`src/core/apmrb_params.svh`:
```
`ifndef APMRB_PARAMS_SVH
`define APMRB_PARAMS_SVH
`define APMRB_SLOTS 4
`define APMRB_PROGS 4
`define APMRB_TYPE_NONE 2'h0
`define APMRB_TYPE_ANALOG 2'h1
`define APMRB_TYPE_DIGITAL 2'h2
`define APMRB_PINS_ANALOG 7'h08
`define APMRB_PINS_DIGITAL 7'h20
`define APMRB_PINS_NONE 7'h00
`define APMRB_CLK_MHZ 100
`define APMRB_BAND1_S 3
`define APMRB_BAND2_S 10
`define APMRB_BAND1_CYC (`APMRB_BAND1_S * `APMRB_CLK_MHZ * 1000000)
`define APMRB_BAND2_CYC (`APMRB_BAND2_S * `APMRB_CLK_MHZ * 1000000)
`endif

```
`src/core/apmrb_pkg.sv`:
```
package apmrb_pkg;
  typedef logic [1:0] apmrb_type_t;
  typedef struct packed {
    logic [7:0] base;
    logic [6:0] count;
  } apmrb_slot_map_t;
  typedef struct packed {
    logic all_modules;
    logic net_factory;
  } apmrb_reset_t;
  typedef enum logic [2:0] {
    APMRB_IDLE = 3'b001,
    APMRB_BAND1 = 3'b010,
    APMRB_BAND2 = 3'b100
  } apmrb_btn_state_t;
endpackage

```
`src/core/apmrb_top.sv`:
```
`timescale 1ns/100ps
`include "apmrb_params.svh"
module apmrb_top
  import apmrb_pkg::*;
#(
  parameter int unsigned BAND1_CYC = `APMRB_BAND1_CYC,
  parameter int unsigned BAND2_CYC = `APMRB_BAND2_CYC
) (
  // Clock and reset
  input wire logic clk_sys,
  input wire logic reset,
  // Add-on slot types, from slot detect pins
  input wire apmrb_type_t slot_type_pin [`APMRB_SLOTS],
  // Reset button, high while pressed
  input wire logic btn_pin,
  // Program control requests, one bit per program
  input wire logic [`APMRB_PROGS-1:0] host_program_start_call,
  input wire logic [`APMRB_PROGS-1:0] host_program_stop_call,
  input wire logic [`APMRB_PROGS-1:0] prog_start_req,
  input wire logic [`APMRB_PROGS-1:0] prog_stop_req,
  // Pin numbering
  output apmrb_slot_map_t slot_map [`APMRB_SLOTS],
  output logic [7:0] pin_total,
  output logic renumber_pulse,
  output logic outputs_clear,
  // Indicators and resets
  output logic led_ch1_red,
  output logic led_ch2_red,
  output apmrb_reset_t reset_pulse,
  // Program events
  output logic [`APMRB_PROGS-1:0] prog_running,
  output logic [`APMRB_PROGS-1:0] start_event,
  output logic [`APMRB_PROGS-1:0] stop_event
);
  // Three-stage synchronisers; the first stage feeds only the second
  apmrb_type_t ty_s1_ff [`APMRB_SLOTS];
  apmrb_type_t ty_s2_ff [`APMRB_SLOTS];
  apmrb_type_t ty_s3_ff [`APMRB_SLOTS];
  apmrb_type_t ty_ok_ff [`APMRB_SLOTS];
  apmrb_type_t nxt_ty_ok [`APMRB_SLOTS];
  logic [2:0] btn_sync_ff;
  logic btn_ff;
  logic [`APMRB_SLOTS-1:0] ty_diff;
  genvar gi;
  generate
    for (gi = 0; gi < `APMRB_SLOTS; gi++) begin : g_sync
      assign nxt_ty_ok[gi] = (ty_s2_ff[gi] == ty_s3_ff[gi]) ? ty_s3_ff[gi] : ty_ok_ff[gi];
      assign ty_diff[gi] = (nxt_ty_ok[gi] != ty_ok_ff[gi]);
      always_ff @(posedge clk_sys) begin
        if (reset) begin
          ty_s1_ff[gi] <= `APMRB_TYPE_NONE;
          ty_s2_ff[gi] <= `APMRB_TYPE_NONE;
          ty_s3_ff[gi] <= `APMRB_TYPE_NONE;
          ty_ok_ff[gi] <= `APMRB_TYPE_NONE;
        end else begin
          ty_s1_ff[gi] <= slot_type_pin[gi];
          ty_s2_ff[gi] <= ty_s1_ff[gi];
          ty_s3_ff[gi] <= ty_s2_ff[gi];
          ty_ok_ff[gi] <= nxt_ty_ok[gi];
        end
      end
    end
  endgenerate

  // Numbering is combinational on the settled types and registered below
  // The registered map lands one cycle after the renumber pulse
  apmrb_slot_map_t map_c [`APMRB_SLOTS];
  logic [7:0] total_c;
  apmrb_slot_numberer u_numberer (
    .slot_type(ty_ok_ff),
    .slot_map(map_c),
    .pin_total(total_c)
  );
  wire lineup_change = |ty_diff;
  always_ff @(posedge clk_sys) begin
    if (reset) begin
      renumber_pulse <= 1'b0;
      outputs_clear <= 1'b0;
      pin_total <= 8'h00;
      for (int i = 0; i < `APMRB_SLOTS; i++) slot_map[i] <= '0;
    end else begin
      renumber_pulse <= lineup_change;
      outputs_clear <= lineup_change;
      pin_total <= total_c;
      for (int i = 0; i < `APMRB_SLOTS; i++) slot_map[i] <= map_c[i];
    end
  end

  // Button hold timer
  wire btn_nxt = (btn_sync_ff[1] == btn_sync_ff[2]) ? btn_sync_ff[2] : btn_ff;
  apmrb_btn_state_t st_ff;
  apmrb_btn_state_t nxt_st;
  logic [31:0] hold_ff;
  wire pressed = btn_nxt;
  wire released = btn_ff & ~btn_nxt;
  wire [31:0] nxt_hold = pressed ? (hold_ff + 32'h00000001) : 32'h00000000;
  // Past the second band nothing else is documented; the two-LED band is kept
  always_comb begin
    nxt_st = st_ff;
    unique case (st_ff)
      APMRB_IDLE: if (pressed) nxt_st = APMRB_BAND1;
      APMRB_BAND1: begin
        if (!pressed) nxt_st = APMRB_IDLE;
        else if (hold_ff >= BAND1_CYC - 1) nxt_st = APMRB_BAND2;
      end
      APMRB_BAND2: if (!pressed) nxt_st = APMRB_IDLE;
      default: nxt_st = APMRB_IDLE;
    endcase
  end
  always_ff @(posedge clk_sys) begin
    if (reset) begin
      btn_sync_ff <= 3'h0;
      btn_ff <= 1'b0;
      hold_ff <= 32'h00000000;
      st_ff <= APMRB_IDLE;
      led_ch1_red <= 1'b0;
      led_ch2_red <= 1'b0;
      reset_pulse <= '0;
    end else begin
      btn_sync_ff <= {btn_sync_ff[1:0], btn_pin};
      btn_ff <= btn_nxt;
      hold_ff <= nxt_hold;
      st_ff <= nxt_st;
      led_ch1_red <= (nxt_st != APMRB_IDLE);
      led_ch2_red <= (nxt_st == APMRB_BAND2);
      reset_pulse.all_modules <= released;
      reset_pulse.net_factory <= released & (st_ff == APMRB_BAND2);
    end
  end

  // Program events; stop only fires for a running program
  wire [`APMRB_PROGS-1:0] start_any = host_program_start_call | prog_start_req;
  wire [`APMRB_PROGS-1:0] stop_any = (host_program_stop_call | prog_stop_req) & prog_running;
  always_ff @(posedge clk_sys) begin
    if (reset) begin
      prog_running <= '0;
      start_event <= '0;
      stop_event <= '0;
    end else begin
      start_event <= start_any;
      stop_event <= stop_any;
      // Start wins over a simultaneous stop so a new program is not lost
      prog_running <= (prog_running & ~stop_any) | start_any;
    end
  end

  // Cycles spent in the first band; lets a check bound the band length
  logic [31:0] band1_cnt_ff;
  wire [31:0] nxt_band1_cnt = (st_ff == APMRB_BAND1 && btn_nxt) ? (band1_cnt_ff + 32'h00000001) : 32'h00000000;
  always_ff @(posedge clk_sys) begin
    if (reset) band1_cnt_ff <= 32'h00000000;
    else band1_cnt_ff <= nxt_band1_cnt;
  end

  // Button and indicator checks
  AST_LED_AT_PRESS: assert property (@(posedge clk_sys) disable iff (reset)
    $rose(btn_ff) |-> led_ch1_red) else $error("first led not lit on press");
  AST_BAND1_ONE_LED: assert property (@(posedge clk_sys) disable iff (reset)
    (st_ff == APMRB_BAND1) |-> !led_ch2_red || $past(st_ff) == APMRB_BAND2)
    else $error("second led lit in first band");
  AST_BAND2_TWO_LED: assert property (@(posedge clk_sys) disable iff (reset)
    (st_ff == APMRB_BAND2 && btn_nxt) |=> led_ch1_red && led_ch2_red)
    else $error("second band leds wrong");
  AST_LED2_WITH_LED1: assert property (@(posedge clk_sys) disable iff (reset)
    led_ch2_red |-> led_ch1_red) else $error("second led lit without first");
  AST_BAND_BOUND: assert property (@(posedge clk_sys) disable iff (reset)
    band1_cnt_ff <= BAND1_CYC) else $error("first band held too long");
  AST_RELEASE_ALL: assert property (@(posedge clk_sys) disable iff (reset)
    released |=> reset_pulse.all_modules) else $error("no module reset on release");
  AST_RELEASE_TYPE: assert property (@(posedge clk_sys) disable iff (reset)
    released |=> reset_pulse.net_factory == ($past(st_ff) == APMRB_BAND2))
    else $error("reset type not matched to band");
  AST_FACTORY_WITH_ALL: assert property (@(posedge clk_sys) disable iff (reset)
    reset_pulse.net_factory |-> reset_pulse.all_modules) else $error("factory reset without module reset");
  AST_RESET_ONE_CYCLE: assert property (@(posedge clk_sys) disable iff (reset)
    reset_pulse.all_modules |=> !reset_pulse.all_modules) else $error("module reset longer than one cycle");
  AST_NO_RESET_HELD: assert property (@(posedge clk_sys) disable iff (reset)
    btn_ff |-> !reset_pulse.all_modules) else $error("reset issued while button held");
  AST_LEDS_OFF_RELEASED: assert property (@(posedge clk_sys) disable iff (reset)
    reset_pulse.all_modules |-> !led_ch1_red && !led_ch2_red) else $error("leds still lit after release");

  // Numbering checks; a new map may only appear right after a renumber pulse
  AST_RENUMBER_CLEAR: assert property (@(posedge clk_sys) disable iff (reset)
    lineup_change |=> outputs_clear && renumber_pulse ##1 pin_total == $past(total_c))
    else $error("renumber did not clear outputs");
  AST_CLEAR_WITH_RENUMBER: assert property (@(posedge clk_sys) disable iff (reset)
    outputs_clear == renumber_pulse) else $error("output clear not paired with renumber");
  AST_MAP_HELD: assert property (@(posedge clk_sys) disable iff (reset)
    !$past(renumber_pulse) |-> $stable(pin_total))
    else $error("pin total moved without a renumber");
  AST_FIRST_BASE: assert property (@(posedge clk_sys) disable iff (reset)
    slot_map[0].base == 8'h00) else $error("first slot base not zero");
  generate
    for (gi = 0; gi < `APMRB_SLOTS; gi++) begin : g_count_chk
      AST_SLOT_COUNT: assert property (@(posedge clk_sys) disable iff (reset)
        slot_map[gi].count == `APMRB_PINS_NONE || slot_map[gi].count == `APMRB_PINS_ANALOG ||
        slot_map[gi].count == `APMRB_PINS_DIGITAL) else $error("slot pin count not a module size");
    end
  endgenerate
  generate
    for (gi = 1; gi < `APMRB_SLOTS; gi++) begin : g_chain_chk
      AST_BASE_CHAIN: assert property (@(posedge clk_sys) disable iff (reset)
        slot_map[gi].base == slot_map[gi-1].base + {1'b0, slot_map[gi-1].count})
        else $error("slot base not the sum of the slots to its left");
    end
  endgenerate
  AST_TOTAL_LAST: assert property (@(posedge clk_sys) disable iff (reset)
    pin_total == slot_map[`APMRB_SLOTS-1].base + {1'b0, slot_map[`APMRB_SLOTS-1].count})
    else $error("pin total does not follow the last slot");

  // Program event checks
  AST_START_EVT: assert property (@(posedge clk_sys) disable iff (reset)
    start_any[0] |=> start_event[0] && prog_running[0]) else $error("start event missing");
  AST_STOP_EVT: assert property (@(posedge clk_sys) disable iff (reset)
    stop_event[0] |-> $past(prog_running[0])) else $error("stop on idle program");
  AST_STOP_CLEARS: assert property (@(posedge clk_sys) disable iff (reset)
    stop_any[0] && !start_any[0] |=> !prog_running[0]) else $error("stopped program still running");

  COV_FACTORY: cover property (@(posedge clk_sys) reset_pulse.net_factory);
  COV_MODULE_RESET: cover property (@(posedge clk_sys) reset_pulse.all_modules && !reset_pulse.net_factory);
  COV_RENUMBER: cover property (@(posedge clk_sys) renumber_pulse);
  COV_STOP: cover property (@(posedge clk_sys) stop_event[0]);
  COV_BAND2: cover property (@(posedge clk_sys) led_ch2_red);
endmodule

```
`src/core/apmrb_slot_numberer.sv`:
```
`timescale 1ns/100ps
`include "apmrb_params.svh"
module apmrb_slot_numberer
  import apmrb_pkg::*;
(
  // Types, leftmost slot at index 0
  input wire apmrb_type_t slot_type [`APMRB_SLOTS],
  // Computed map
  output apmrb_slot_map_t slot_map [`APMRB_SLOTS],
  output logic [7:0] pin_total
);
  logic [7:0] run_sum [`APMRB_SLOTS+1];
  assign run_sum[0] = 8'h00;
  genvar gi;
  generate
    for (gi = 0; gi < `APMRB_SLOTS; gi++) begin : g_slot
      wire [6:0] cnt = (slot_type[gi] == `APMRB_TYPE_ANALOG) ? `APMRB_PINS_ANALOG :
                       (slot_type[gi] == `APMRB_TYPE_DIGITAL) ? `APMRB_PINS_DIGITAL : `APMRB_PINS_NONE;
      // Empty slots add nothing, so the numbering has no gaps
      assign run_sum[gi+1] = run_sum[gi] + {1'b0, cnt};
      assign slot_map[gi].base = run_sum[gi]; // first output takes the base
      assign slot_map[gi].count = cnt;
    end
  endgenerate
  assign pin_total = run_sum[`APMRB_SLOTS];
endmodule

```
`config.mk`:
```
export PLATFORM = sky130hd
export DESIGN_NAME = apmrb_top
export DESIGN_NICKNAME = d
export VERILOG_FILES = /design/src/core/apmrb_pkg.sv /design/src/core/apmrb_top.sv /design/src/core/apmrb_slot_numberer.sv
export VERILOG_INCLUDE_DIRS = /design/src /design/src/core
export SDC_FILE = /design/constraint.sdc
export NUM_CORES = 1
export LEC_CHECK = 0
export BUFFER_PORTS_ARGS = -buffer_cell sky130_fd_sc_hd__buf_4
export CORE_MARGIN = 10
export CORE_UTILIZATION = 60
export DETAILED_ROUTE_END_ITERATION = 6
export PLACE_DENSITY = 0.86
export SLEW_MARGIN = 15
export SYNTH_ARGS = -nofsm -noshare
export SYNTH_HDL_FRONTEND = slang
export SYNTH_HIERARCHICAL = 1
export SYNTH_SLANG_ARGS = --single-unit
```
`constraint.sdc`:
```
create_clock -name clk_sys -period 4.09 [get_ports clk_sys]
set_clock_uncertainty 0.1 [all_clocks]
set_input_delay 0.818 -clock clk_sys [delete_from_list [all_inputs] [get_ports clk_sys]]
set_output_delay 0.818 -clock clk_sys [all_outputs]
set_load 0.05 [all_outputs]
```
# After elaboration in Yosys (flattened, before gate mapping)
# Memory sizes are Yosys's and may differ from the RTL's.
# Index checks and enable logic that the tools add are counted.
word_totals:
  regBits: 125
  mem_bits_rw: 24
  inputBits: 27
  out_inout_bits: 86
  wordCells: 111
  n_memories: 3
op_classes:
  add_sub_neg: 4
  magnitude_cmp: 1
  n_eq_ne: 22
  n_mux: 33
  n_bitwise: 21
  n_reduce_logical: 2
memory_table:
  columns: ["memory", "words", "word_bits", "rd", "rd_ports_with_merged_regs", "write_ports", "line_no", "rtl"]
  rows:
  - ["ty_s1_ff", 4, 2, 4, 0, 4, "apmrb_top.sv:36", "apmrb_type_t ty_s1_ff [`APMRB_SLOTS];"]
  - ["ty_s2_ff", 4, 2, 4, 0, 4, "apmrb_top.sv:37", "apmrb_type_t ty_s2_ff [`APMRB_SLOTS];"]
  - ["ty_s3_ff", 4, 2, 4, 0, 4, "apmrb_top.sv:38", "apmrb_type_t ty_s3_ff [`APMRB_SLOTS];"]
op_table:
  columns: ["operator", "count"]
  rows:
  - ["adder 32 x 1 -> 32 bit (second input constant)", 1]
  - [">= comparator 32 x 29 -> 1 bit (second input constant)", 1]
  - ["2-to-1 mux 2 bit", 16]
  - ["2-to-1 mux 7 bit", 4]
  - ["2-to-1 mux 6 bit", 4]
  - ["adder 8 x 7 -> 8 bit", 2]
  - ["2-to-1 mux 3 bit", 4]
  - ["bitwise OR 1 bit", 12]
  - ["bitwise OR 4 bit", 3]
  - ["one-hot mux 3 bit (3 select lines)", 1]
  - ["adder 7 x 7 -> 8 bit", 1]
  - ["bitwise AND 4 bit", 2]
  - ["equality test 2 x 1 -> 1 bit (second input constant)", 4]
  - ["equality test 2 bit", 4]
  - ["equality test 2 bit (second input constant)", 4]
  - ["!= test 2 bit", 4]
  - ["equality test 3 bit (second input constant)", 2]
  - ["2-to-1 mux 1 bit", 4]
  - ["inverter 4 bit", 1]
  - ["OR reduction 4 bit", 1]
  - ["equality test 3 x 1 -> 1 bit (second input constant)", 1]
  - ["equality test 3 x 2 -> 1 bit (second input constant)", 1]
  - ["!= test 3 x 1 -> 1 bit (second input constant)", 1]
  - ["bitwise AND 1 bit", 2]
  - ["3 further kinds", 3]

# Depth between registers and ports, before layout
logic_depth:
  word_depth: 6
  ltp_mapped: 10

# Hierarchy
# Netlist, hierarchy kept.
modules_own_cells:
  columns: ["mod", "instances", "cells_per_inst", "area_each_um2", "seq_area_each_um2"]
  rows:
  - ["apmrb_top", 1, 517, 5281.3, 3123.0]
  - ["apmrb_slot_numberer", 1, 76, 614.3, 0.0]

# Worst setup path before layout
# No wires, ideal clock.
synth_path:
  path_kind: "reg-to-reg"
  from: "register ty_ok_ff[7] in the netlist's numbering"
  to: "register pin_total[7]"
  setup_time_ns: 0.128
  arrival_ns: 2.158
  required_ns: 3.862
  slack_ns: 1.704
  stages_incl_launch_ff: 10
  path_buffers: 0
  period_less_slack_ns: 2.386
  cell_sequence: "dfxtp_1 > nor2b_1 > ha_1 > ha_1 > xor2_1 > ha_1 > a21oi_1 > a2111oi_2 > xor2_1 > nor2b_1"
synth_lines:
  columns: ["item", "line_no", "rtl"]
  rows:
  - ["start, declared", "apmrb_top.sv:39", "apmrb_type_t ty_ok_ff [`APMRB_SLOTS];"]
  - ["start signal, assigned by index", "apmrb_top.sv:54", "ty_ok_ff[gi] <= `APMRB_TYPE_NONE;"]
  - ["start signal, assigned by index", "apmrb_top.sv:59", "ty_ok_ff[gi] <= nxt_ty_ok[gi];"]
  - ["end signal, assigned", "apmrb_top.sv:84", "pin_total <= total_c;"]
  - ["end, declared", "apmrb_top.sv:23", "output logic [7:0] pin_total,"]

==> run metrics <==
CTS tree done; dpl ws 1.48 ns; number of max-cap violations 0; initial antenna violation count 0; final worst slack 1.46 ns; Vias/cell 4.95; Slew Viols, Final 0; synthesized flop and latch total 156; pin count of the biggest net entering global routing 110; kind of cell adding the most delay to the critical path adder cells; commonest non-fill, non-tap cell in the layout dfxtp_1; die extent in x 119 µm; die area 0.0142 mm²; postcts setup bufs 0; Post-synth EDFFs 0; WL/cell 13.9 µm; switching power 833 µW; gr usage total 16.8%; fraction of layout cells with a size suffix above 1 22.0%; vias 4,185; FMAX 380 MHz; clk root buf clkbuf_8; WL final 11,700 µm; CP startpoint kind flop; Mapped Cells 593; Flop pwr share 46.5%; arrival time at the worst endpoint 2.98 ns; CTS Sinks 156; Max stage delay on crit path 0.41 ns; Critical-path top delay cell dfxtp_1; n_diodes 0; Syn-to-layout area delta 22.6%; sequential share of the synthesized area 53.0%; min cycle time layout 2.63 ns; NumNets Final 735; vias in the first global route 4,172; unrepaired setup endpoints after global routing false; most frequent cells in the layout dfxtp_1, buf_4, nor2b_1; peak supply drop 0.000309 V; hpwl dp 7990 µm; Distinct cells, synth 48; total congestion overflow 0; Yosys warning total 6; final setup violation count 0; Setup TNS 0 ns; # hold bufs at CTS 0; initial drt markers 206; Power Dens Cells 470 mW/mm²; Die Span Y 119 µm; first-pass GRT wire length 19,700 µm; crit path max fanout 6; Hold Crit Class flop to flop; fraction of registers with async set/reset 0%; CTS Buffer Depth 2; part of the cycle the worst path needs 64.3%; slew of the pin with the lowest slew margin 1.03 ns; fin util 74.7%; Crit path required time 4.44 ns; Fin. Hold Viols 0; Crit. End Element flop; Bufs and invs on worst path 0; CTS clk-pin slew, worst paths 0.07 ns; clock share of power 45.6%; Area after DPL 0.00664 mm²; IO Pins 113; switch share 24.5%; clock latency on the worst-skew pair 0.53 ns; crit path kind flop to flop; Syn Area/Cell 9.94 µm²; post-route ant nets 0; Post-Layout Inst Area 0.00723 mm²; most frequent cell on the critical path ha_1; Most used DFF post-synth dfxtp_1; CTS H-tree depth 4; Netlist Area Pre-Place 0.00590 mm²; Initial Util 60.9%; relative slew slack 31.5%; RePlAce Congestion 0.836; Logic pwr share 7.9%; # DRC 0; Port Buffers 112; P_leak 3.17 nW; CP Cell Sequence nor2b_1 > ha_1 > ha_1 > xor2_1 > ha_1 > a21oi_1 > a2111oi_2 > xor2_1 > nor2b_1; row count 36; CTS buffer count 17; Pre-Repair DR Iteration Count 4; total power 3.40 mW; Post-CTS Resized 0; status completed; Cell Int Power 2.57 mW; Core Region 0.00968 mm²
==> worst register-to-register path, cell delays in order (launching register included) <==
cell and delay, ns:
dfxtp_1 0.41, nor2b_1 0.23, ha_1 0.27, ha_1 0.34, xor2_1 0.20, ha_1 0.33, a21oi_1 0.09, a2111oi_2 0.24
xor2_1 0.20, nor2b_1 0.16
==> synthesized netlist by cell type (all sizes together), types with 5 or more instances <==
cell	instances	area, µm²
or4	15	116
a21oi	28	140
nand2	25	93.8
a21o	8	60.1
nor2	30	113
xnor2	17	149
o31ai	14	105
nand3	10	50.1
dfxtp	156	3120
or3	7	43.8
xor2	16	140
nand4	7	43.8
nor2b	104	651
buf	51	377
o21ai	14	70.1
clkbuf	18	67.6
o211ai	5	37.5
and3	5	31.3
nor4	6	37.5
ha	8	100
inv	13	48.8
==> power groups by stage <==
stage / clock, mW / sequential [mW] / combinational [mW]
2_1_floorplan: 0 / 1.73 / 0.0982
3_3_place_gp: 0 / 1.61 / 0.263
3_5_place_dp: 0 / 1.62 / 0.268
4_1_cts: 1.57 / 1.58 / 0.269
5_1_grt: 1.64 / 1.59 / 0.286
6_report: 1.55 / 1.58 / 0.268
==> per-stage QoR <==
step	hold slack [ns]	instances
5_1_grt	0.359	846
3_3_place_gp	0.318	814
6_report	0.339	846
3_5_place_dp	0.330	814
4_1_cts	0.346	846
2_1_floorplan	0.311	636
==> sequential cells by signal, summed over array words and instances (netlist names) <==
name / count
st_ff: 3
slot_map: 60
ty_s3_ff: 8
hold_ff: 32
outputs_clear: 1
btn_ff: 1
ty_s1_ff: 8
ty_s2_ff: 8
led_ch2_red: 1
led_ch1_red: 1
start_event: 4
stop_event: 4
ty_ok_ff: 8
prog_running: 4
btn_sync_ff: 3
reset_pulse: 2
pin_total: 8
==> metal layers <==
layer	wire, µm	GRT usage, %	up-vias	part of all wire [%]
li1	-	-	2134	-
met1	4890	18.5	1931	42
met2	5920	28.6	101	50
met3	746	6.05	19	6.4
met4	173	7.25	0	1.5
met5	0	0	-	0
==> cell type report <==
| class | count | area, µm² |
|---|---|---|
| flip-flops and latches | 156 | 3120 |
| fillers | 663 | 2450 |
| multi-input cells | 397 | 2440 |
| repair buffers | 114 | 856 |
| clock buffers | 19 | 442 |
| well taps | 133 | 166 |
| clock inverters | 13 | 154 |
| inverters | 14 | 52.6 |
==> worst paths after layout <==
kind | start | endpoint | slack, ns | cells past startpoint
max | ty_ok_ff[7] | pin_total[7] | 1.46 | 9
min | ty_s1_ff[3][0] | ty_s2_ff[3][0] | 0.34 | 1
max reg2reg | ty_ok_ff[7] | pin_total[7] | 1.46 | 9
min reg2reg | ty_s1_ff[3][0] | ty_s2_ff[3][0] | 0.34 | 1
==> kinds of logic (layout without fill, tap and decap cells) <==
| kind of cell | after synthesis | count (layout) | share of synthesized area (%) |
|---|---|---|---|
| and+or+nand+nor | 227 | 227 | 22.3 |
| adders and majority gates | 9 | 9 | 1.87 |
| AOI/OAI and AO/OA | 83 | 83 | 9.27 |
| buffers and inverters | 83 | 160 | 8.43 |
| other | 1 | 44 | 0.0636 |
| muxes | 1 | 1 | 0.170 |
| xor gates and xnor gates | 33 | 33 | 4.90 |
| DFF | 156 | 156 | 53.0 |
Power figures use the tool's default switching activity.
